[src/rcs_map.svh]
// Purpose: Constants for the reset cause and release sequencer
// Assumes: 10 MHz system clock, byte addressed Avalon-MM words
// Notes: Offsets, field positions, reset values and timing counts
// ============================================================
`ifndef RCS_MAP_SVH
`define RCS_MAP_SVH
// ============================================================
// Register offsets (byte addresses)
`define RCS_OFS_CAUSE 4'h0
`define RCS_OFS_OSC 4'h4
`define RCS_OFS_CTRL 4'h8
`define RCS_OFS_STAT 4'hc
// ============================================================
// Cause flag bit positions
`define RCS_B_POR 0
`define RCS_B_BOR 1
`define RCS_B_IDLE 2
`define RCS_B_SLEEP 3
`define RCS_B_WATCHDOG_TIMEOUT_FLAG 4
`define RCS_B_SWR 6
`define RCS_B_EXTERNAL_PIN_RESET_FLAG 7
`define RCS_B_BADOP 14
`define RCS_B_TRAP 15
`define RCS_CAUSE_MASK 16'hc0df
`define RCS_CAUSE_RESET 16'h0003
// Oscillator control: current field at 14:12
`define RCS_OSC_LSB 12
// Control register bits
`define RCS_C_SWEN 0
`define RCS_C_REGEN 1
`define RCS_C_MONEN 2
`define RCS_C_MONLONG 3
`define RCS_CTRL_RESET 4'h7
// ============================================================
// Times, in ns, and cycle counts at 100 ns per cycle
`define RCS_CLK_NS 100
`define RCS_T_POR_NS 10000
`define RCS_T_STARTUP_NS 20000
`define RCS_T_POWER_UP_TIMER_NS 64000000
`define RCS_T_RST_NS 20000
`define RCS_T_LOCK_NS 20000
`define RCS_T_MON_S_NS 100000
`define RCS_T_MON_L_NS 500000
`define RCS_OST_COUNT 1024
`define RCS_CYC(t) (((t) + `RCS_CLK_NS - 1) / `RCS_CLK_NS)
`endif

[src/rcs_pkg.sv]
// Purpose: Types for the reset cause and release sequencer
// Assumes: Used with rcs_map.svh
// Notes: Types only
package rcs_pkg;
   typedef enum logic [2:0] {
      RCS_OSC_FRC, RCS_OSC_FRCPLL, RCS_OSC_PRI, RCS_OSC_PRIPLL,
      RCS_OSC_SEC, RCS_OSC_LPRC, RCS_OSC_EC, RCS_OSC_ECPLL
   } rcs_osc_e;
   typedef struct packed {
      logic por;
      logic bor;
      logic master_clear_pin;
      logic wdt;
      logic soft_reset_flag;
      logic trap;
      logic badop;
   } rcs_src_s;
   typedef struct packed {
      logic sleep;
      logic idle;
   } rcs_save_s;
endpackage : rcs_pkg

[src/rcs_sequencer.sv]
// Purpose: Reset source combiner, cause flags, clock select and release timing
// Assumes: All inputs synchronous to clk_sys; time base is clk_sys
// Notes: Registers on Avalon-MM, one wait state on every access
//
// Local design decisions: the register addresses and the Avalon-MM register port.
`timescale 1ns/1ps
`default_nettype none
`include "rcs_map.svh"
module rcs_sequencer #(
   parameter int unsigned POWER_UP_TIMER_CYC = `RCS_CYC(`RCS_T_POWER_UP_TIMER_NS),
   parameter int unsigned MON_L_CYC = `RCS_CYC(`RCS_T_MON_L_NS),
   parameter int unsigned OST_CNT = `RCS_OST_COUNT
) (
   input wire logic clk_sys,
   input wire logic rst,
   input wire rcs_pkg::rcs_src_s reset_src,
   input wire rcs_pkg::rcs_save_s save_evt,
   input wire logic [2:0] config_oscillator_select,
   input wire logic osc_edge,
   input wire logic pll_locked,
   input wire logic clock_valid,
   input wire logic [3:0] avs_address,
   input wire logic avs_read,
   input wire logic avs_write,
   input wire logic [31:0] avs_writedata,
   input wire logic [3:0] avs_byteenable,
   output logic [31:0] avs_readdata,
   output logic avs_waitrequest,
   output logic master_system_reset,
   output logic clock_released,
   output logic fetch_enable,
   output logic monitor_active,
   output logic clock_fail_trap,
   output logic [2:0] system_clock_source
);
   import rcs_pkg::*;

   localparam int unsigned POR_CYC = `RCS_CYC(`RCS_T_POR_NS);
   localparam int unsigned SU_CYC = `RCS_CYC(`RCS_T_STARTUP_NS);
   localparam int unsigned RST_CYC = `RCS_CYC(`RCS_T_RST_NS);
   localparam int unsigned LOCK_CYC = `RCS_CYC(`RCS_T_LOCK_NS);
   localparam int unsigned MON_S_CYC = `RCS_CYC(`RCS_T_MON_S_NS);
   localparam int CW = 32;

   typedef enum logic [2:0] {
      RCS_RUN, RCS_PORD, RCS_SUD, RCS_RSTD
   } rcs_seq_e;

   function automatic logic is_pll(input logic [2:0] s);
      is_pll = (s == RCS_OSC_FRCPLL) || (s == RCS_OSC_PRIPLL) || (s == RCS_OSC_ECPLL);
   endfunction : is_pll

   function automatic logic is_xtal(input logic [2:0] s);
      is_xtal = (s == RCS_OSC_PRI) || (s == RCS_OSC_PRIPLL) || (s == RCS_OSC_SEC);
   endfunction : is_xtal

   // ============================================================
   // Reset source decode
   logic pwr_rst;
   logic any_rst;
   assign pwr_rst = reset_src.por | reset_src.bor;
   assign any_rst = pwr_rst | reset_src.master_clear_pin | reset_src.wdt | reset_src.soft_reset_flag
      | reset_src.trap | reset_src.badop;

   logic [15:0] cause_r;
   logic [3:0] ctrl_r;
   logic [2:0] cur_osc_r;
   rcs_seq_e seq_r;
   logic [CW-1:0] dly_r;
   logic [CW-1:0] clk_cnt_r;
   logic [CW-1:0] mon_cnt_r;
   logic ost_done_r;
   logic lock_done_r;
   logic mon_wait_r;
   logic ack_r;

   // ============================================================
   // Bus slave: one wait state, then the answer
   logic bus_req;
   logic wr_go;
   logic rd_go;
   assign bus_req = (avs_read | avs_write) & ~ack_r;
   assign wr_go = avs_write & ack_r;
   assign rd_go = avs_read & ack_r;

   always_ff @(posedge clk_sys) begin
      if (rst) begin
         ack_r <= 1'b0;
      end else begin
         ack_r <= bus_req;
      end
   end

   always_ff @(posedge clk_sys) begin
      if (rst) begin
         avs_waitrequest <= 1'b1;
      end else begin
         avs_waitrequest <= ~bus_req;
      end
   end

   logic [15:0] wmask;
   assign wmask = {{8{avs_byteenable[1]}}, {8{avs_byteenable[0]}}};

   always_ff @(posedge clk_sys) begin
      if (rst) begin
         avs_readdata <= 32'h0;
      end else if (bus_req && avs_read) begin
         case (avs_address)
            `RCS_OFS_CAUSE: avs_readdata <= {16'h0, cause_r};
            `RCS_OFS_OSC: avs_readdata <= {16'h0, 1'b0, cur_osc_r, 12'h0};
            `RCS_OFS_CTRL: avs_readdata <= {28'h0, ctrl_r};
            `RCS_OFS_STAT: avs_readdata <= {26'h0, clock_fail_trap, monitor_active,
               fetch_enable, clock_released, master_system_reset, 1'b0};
            default: avs_readdata <= 32'h0;
         endcase
      end
   end

   always_ff @(posedge clk_sys) begin
      if (rst) begin
         ctrl_r <= `RCS_CTRL_RESET;
      end else if (wr_go && avs_address == `RCS_OFS_CTRL && avs_byteenable[0]) begin
         ctrl_r <= avs_writedata[3:0];
      end
   end

   // ============================================================
   // Cause flags: hardware set wins over software clear
   logic [15:0] hw_set;
   logic [15:0] hw_clr;
   logic [15:0] sw_val;
   always_comb begin
      hw_set = 16'h0;
      hw_set[`RCS_B_POR] = reset_src.por;
      hw_set[`RCS_B_BOR] = pwr_rst;
      hw_set[`RCS_B_EXTERNAL_PIN_RESET_FLAG] = reset_src.master_clear_pin;
      hw_set[`RCS_B_SWR] = reset_src.soft_reset_flag;
      hw_set[`RCS_B_WATCHDOG_TIMEOUT_FLAG] = reset_src.wdt;
      hw_set[`RCS_B_TRAP] = reset_src.trap;
      hw_set[`RCS_B_BADOP] = reset_src.badop;
      hw_set[`RCS_B_SLEEP] = save_evt.sleep;
      hw_set[`RCS_B_IDLE] = save_evt.idle;
      hw_clr = 16'h0;
      if (reset_src.por) begin
         hw_clr = ~16'h0;
      end else if (reset_src.bor) begin
         hw_clr = `RCS_CAUSE_MASK;
         hw_clr[`RCS_B_EXTERNAL_PIN_RESET_FLAG] = 1'b0;
         // Power-on flag survives a brown-out; only software clears it
         hw_clr[`RCS_B_POR] = 1'b0;
      end
      hw_clr[`RCS_B_WATCHDOG_TIMEOUT_FLAG] = hw_clr[`RCS_B_WATCHDOG_TIMEOUT_FLAG] | save_evt.sleep | save_evt.idle;
      sw_val = (cause_r & ~wmask) | (avs_writedata[15:0] & wmask);
   end

   always_ff @(posedge clk_sys) begin
      if (rst) begin
         cause_r <= `RCS_CAUSE_RESET;
      end else if (wr_go && avs_address == `RCS_OFS_CAUSE) begin
         // Software write never starts a reset
         cause_r <= ((sw_val & ~hw_clr) | hw_set) & `RCS_CAUSE_MASK;
      end else begin
         cause_r <= ((cause_r & ~hw_clr) | hw_set) & `RCS_CAUSE_MASK;
      end
   end

   // ============================================================
   // Clock source selection at reset
   always_ff @(posedge clk_sys) begin
      if (rst) begin
         // Reset runs the power-on sequence, so the configured source applies
         cur_osc_r <= config_oscillator_select;
      end else if (!ctrl_r[`RCS_C_SWEN] && any_rst) begin
         cur_osc_r <= config_oscillator_select;
      end else if (pwr_rst) begin
         cur_osc_r <= config_oscillator_select;
      end else if (monitor_active && !clock_valid) begin
         cur_osc_r <= RCS_OSC_FRC;
      end else if (wr_go && avs_address == `RCS_OFS_OSC && avs_byteenable[1]) begin
         cur_osc_r <= avs_writedata[`RCS_OSC_LSB +: 3];
      end
   end
   assign system_clock_source = cur_osc_r;

   // ============================================================
   // Reset release sequence
   always_ff @(posedge clk_sys) begin
      if (rst) begin
         seq_r <= RCS_PORD;
         dly_r <= CW'(POR_CYC);
      end else if (reset_src.por) begin
         seq_r <= RCS_PORD;
         dly_r <= CW'(POR_CYC);
      end else if (any_rst) begin
         seq_r <= RCS_RSTD;
         dly_r <= CW'(RST_CYC);
      end else if (save_evt.sleep && ctrl_r[`RCS_C_REGEN]) begin
         seq_r <= RCS_SUD;
         dly_r <= CW'(SU_CYC);
      end else begin
         case (seq_r)
            RCS_RUN: begin
               dly_r <= dly_r;
            end
            RCS_PORD, RCS_SUD, RCS_RSTD: begin
               if (dly_r > CW'(1)) begin
                  dly_r <= dly_r - CW'(1);
               end else if (seq_r == RCS_PORD) begin
                  seq_r <= RCS_SUD;
                  dly_r <= ctrl_r[`RCS_C_REGEN] ? CW'(SU_CYC) : CW'(POWER_UP_TIMER_CYC);
               end else if (seq_r == RCS_SUD) begin
                  seq_r <= RCS_RSTD;
                  dly_r <= CW'(RST_CYC);
               end else begin
                  seq_r <= RCS_RUN;
               end
            end
            default: begin
               seq_r <= RCS_PORD;
            end
         endcase
      end
   end

   always_ff @(posedge clk_sys) begin
      if (rst) begin
         master_system_reset <= 1'b1;
      end else begin
         master_system_reset <= any_rst || (seq_r != RCS_RUN);
      end
   end

   // ============================================================
   // Oscillator start and PLL lock, in parallel with reset delays
   logic clk_ready;
   assign clk_ready = ost_done_r && lock_done_r;

   always_ff @(posedge clk_sys) begin
      if (rst || pwr_rst) begin
         ost_done_r <= 1'b0;
         lock_done_r <= 1'b0;
         clk_cnt_r <= '0;
      end else if (!ost_done_r) begin
         if (!is_xtal(cur_osc_r) || clk_cnt_r == CW'(OST_CNT)) begin
            ost_done_r <= 1'b1;
            clk_cnt_r <= '0;
         end else if (osc_edge) begin
            clk_cnt_r <= clk_cnt_r + CW'(1);
         end
      end else if (!lock_done_r) begin
         if (!is_pll(cur_osc_r) || (pll_locked && clk_cnt_r >= CW'(LOCK_CYC))) begin
            lock_done_r <= 1'b1;
         end else begin
            clk_cnt_r <= clk_cnt_r + CW'(1);
         end
      end
   end

   always_ff @(posedge clk_sys) begin
      if (rst) begin
         clock_released <= 1'b0;
         fetch_enable <= 1'b0;
      end else begin
         clock_released <= clk_ready;
         fetch_enable <= clk_ready && (seq_r == RCS_RUN) && !any_rst;
      end
   end

   // ============================================================
   // Fail-safe monitor start and trap
   always_ff @(posedge clk_sys) begin
      // A regulated sleep wake holds reset again, so the monitor restarts too
      if (rst || any_rst || (save_evt.sleep && ctrl_r[`RCS_C_REGEN])) begin
         mon_wait_r <= 1'b1;
         mon_cnt_r <= '0;
         monitor_active <= 1'b0;
      end else if (seq_r == RCS_RUN && ctrl_r[`RCS_C_MONEN] && !monitor_active) begin
         if (!(is_xtal(cur_osc_r) || is_pll(cur_osc_r)) || !mon_wait_r) begin
            monitor_active <= 1'b1;
         end else if (mon_cnt_r + CW'(1) >= (ctrl_r[`RCS_C_MONLONG] ?
               CW'(MON_L_CYC) : CW'(MON_S_CYC))) begin
            mon_wait_r <= 1'b0;
         end else begin
            mon_cnt_r <= mon_cnt_r + CW'(1);
         end
      end
   end

   always_ff @(posedge clk_sys) begin
      if (rst || any_rst) begin
         clock_fail_trap <= 1'b0;
      end else if (monitor_active && !clock_valid) begin
         clock_fail_trap <= 1'b1;
      end
   end
endmodule : rcs_sequencer
`default_nettype wire

[config.mk]
export PLATFORM = sky130hd
export DESIGN_NAME = rcs_sequencer
export DESIGN_NICKNAME = d
export VERILOG_FILES = /design/src/rcs_pkg.sv /design/src/rcs_sequencer.sv
export VERILOG_INCLUDE_DIRS = /design/src
export SDC_FILE = /design/constraint.sdc
export NUM_CORES = 1
export LEC_CHECK = 0
export BUFFER_PORTS_ARGS = -buffer_cell sky130_fd_sc_hd__buf_2
export CAP_MARGIN = 20
export CORE_AREA = 4 4 120 122
export DETAILED_ROUTE_END_ITERATION = 16
export DIE_AREA = 0 0 124 126
export PLACE_DENSITY = 0.73
export SYNTH_ARGS = -nofsm -noshare
export SYNTH_HDL_FRONTEND = slang
export SYNTH_SLANG_ARGS = --single-unit
[constraint.sdc]
create_clock -name clk_sys -period 3.4 [get_ports clk_sys]
set_clock_uncertainty 0.1 [all_clocks]
set_input_delay 0 -clock clk_sys [delete_from_list [all_inputs] [get_ports clk_sys]]
set_output_delay 0 -clock clk_sys [all_outputs]
set_load 0.005 [all_outputs]
==> results.toml <==
[sta]
rsz0062_at_grt = "true"
setup_tns_ns = 0
timing.final.crit_period_ns = 3.37
relSlewSlack = 0.468
finalSetupViolations = 0
final.setup.worst_slack_ns = 0.0274
hold_viol_final = 0
min_period_over_period = 0.992
fmax_mhz = 297
slew_viol_final = 0
worstMarginPinSlew_ns = 0.778
fin_hold_ws_ns = 0.0331

[finish]
finalNetCount = 1043
syn2layout_area_growth_pct = 26.5
fill_cells = 1069
antenna_cells = 0
layout.cells.non_filler = 1161
drive_gt1_frac = 0.178
fin_area_um2 = 8690
multiInputGateArea_um2 = 3900
seq_area_um2 = 2770

[setup_path]
cp.required_ns = 3.66
cp-startpoint = "mon_cnt_r[1]"
rr_startpoint = "mon_cnt_r[1]"
startpoint_type = "flip-flop"
worst-setup-path-type = "reg -> reg"
worstPathArrival_ns = 3.64
end_kind = "flip-flop"
crit_fanout = 7

[placed_design]
io_buffers = 56
numPlacedInstances = 1083
hpwl_um = 11500
dpl_worst_slack_ns = -0.0522
gp_congestion = 0.842
dpl-instance-area_um2 = 7570

[hold_path]
worstHoldStart = "avs_byteenable[0]"
hp-class = "in -> reg"

[synthesis]
yosysSeqAreaShare = 0.401
netlist_instances = 838
avgSynthCellArea_um2 = 8.19
synth_most_common_cell = "dfxtp_1"
synthFlopType = "dfxtp_1"
synth_edf_count = 3
ys_async_sr_fraction = 0
synth_area_leaders = "dfxtp_1 39%, nor2_1 6.0%, a21oi_1 4.2%, xor2_1 4.0%, nand3_1 3.5%"
syn_area_um2 = 6870
yosysTopAreaCell = "dfxtp_1"
yosysUniqueCellTypes = 65
synth_commonest_cells = "133 x dfxtp_1, 109 x nor2_1, 58 x a21oi_1"
synth_top_area_share = 0.388
yosys_warnings = 0
ys_ff_latch = 136

[global_routing]
grt_max_degree = 32
grt_pass1_vias = 6121
grt.overflow.total = 0
track_usage = 0.231
grt_first_pass_wirelength_um = 29400
grt_antenna_before_repair = 0

[floorplanning]
start_util = 0.521
die_h_um = 126
die_area_um2 = 15600
placementRows = 42
core-area_um2 = 13200
boundaryPins = 100
die_w_um = 124

[clock_tree]
clkSlewWorstSetupHoldPaths_ns = 0.06
tritoncts = "done"
h-tree-depth = 4
clock_latency_ns = 0.43
cts-root-buf = "clkbuf_16"
cts_made_buffers = 17
clock_sinks = 136
max-clock-path-buffers = 2

[status]
outcome = "finished clean"

[power_and_ir_drop]
peakVddDrop_mv = 0.372
power_frac_clock = 0.506
p_int_uw = 2840
p_sw_uw = 824
power_frac_comb = 0.049
p_leak_uw = 0.00340
swShare = 0.225
sequentialPowerShare = 0.445
power_density_nw_per_um2 = 422

[routing]
wl_um = 18000
drt_pass1_iterations = 5
drt-vias-per-instance = 5.68
antenna_left = 0
vias = 6598
drc = 0
routedWlPerCell_um = 15.5
dr.first_iter.drc_count = 550

[job]
cap_viol_max_count = 0
==> metal layers <==
layer  global-route usage  part of all wire
met1                0.299              0.44
met2                0.372              0.48
met4               0.0741             0.020
met5                    0                 0
met3               0.0619             0.052
==> cell usage in the layout (no fill, tap or decap), types with 6 or more instances in the layout <==
cell type / instances
nor2_1: 108
inv_1: 24
or4_1: 7
nor4_1: 24
mux2i_1: 7
ha_1: 11
and3_1: 32
nand4_1: 20
mux2_2: 9
o21ai_0: 36
clkbuf_16: 19
dlygate4sd3_1: 45
dfxtp_1: 127
conb_1: 20
or3_1: 25
xor2_1: 31
buf_2: 56
a21oi_1: 55
nand3_1: 48
nand2_1: 52
xnor2_1: 24
buf_4: 43
nor3_1: 30
a211oi_1: 6
==> final cells by class <==
| cell class | count | area share |
|---|---|---|
| inverter | 24 | 0.0104 |
| tap | 176 | 0.0253 |
| timing repair buffer | 148 | 0.128 |
| clock inverter | 7 | 0.00893 |
| clock buffer | 25 | 0.0596 |
| sequential | 136 | 0.318 |
| multi-input combinational | 645 | 0.449 |
==> through the flow <==
| stage | total power [uW] | utilization |
|---|---|---|
| after floorplan | 1760 | - |
| after global placement | 1790 | 0.574 |
| after detailed placement | 1790 | 0.574 |
| after CTS | 3660 | 0.653 |
| after global routing | 3790 | 0.659 |
| final | 3670 | 0.659 |
==> power by group through the flow <==
stage               sequential (uW)  combinational [uW]  clock, uW
floorplan                      1660                94.1          0
global placement               1670                 127          0
detailed placement             1670                 128          0
CTS                            1630                 170       1860
global route                   1630                 197       1960
finish                         1630                 179       1860
==> sequential cells by signal, summed over array words and instances (netlist names) <==
register             flops
ost_done_r               1
mon_wait_r               1
cause_r                  9
master_system_reset      1
system_clock_source      3
dly_r                   32
mon_cnt_r               32
clk_cnt_r               32
fetch_enable             1
avs_waitrequest          1
clock_released           1
seq_r                    2
ctrl_r                   4
monitor_active           1
avs_readdata            12
clock_fail_trap          1
lock_done_r              1
ack_r                    1
==> logic make-up (layout without fill, tap and decap cells) <==
group	Yosys count	after routing	synth area share
mux	17	17	0.0272
fa+ha+maj	12	12	0.0219
other cells	1	20	0.000546
buf+inv	77	204	0.0545
flops	136	136	0.401
simple gates	387	388	0.289
compound gates	153	153	0.136
xor+xnor	55	55	0.0702
==> what timing repair did <==
item,CTS,global route
hold endpoints to repair,44,0
hold buffers,45,0
buffers inserted,0,0
endpoints found under the setup margin,4,31
gates resized for setup,0,15
gates cloned,0,1
pin swaps,1,5
==> final timing paths <==
path	end	slack, ns	cells after the start
setup / recovery	mon_cnt_r[10]	0.03	10
setup reg to reg	mon_cnt_r[10]	0.03	10
hold / removal	cause_r[1]	0.03	5
hold reg to reg	avs_readdata[15]	0.35	2
==> critical path, stage by stage (launching register included) <==
cell	delay, ns
dfxtp_4	0.35
ha_4	0.13
nand4_1	0.12
nor4_1	0.16
or4b_4	0.49
mux2_4	0.31
or4_4	0.46
or4_4	0.56
buf_4	0.18
or3_1	0.33
a21oi_2	0.13
Power figures use the tool's default switching activity.
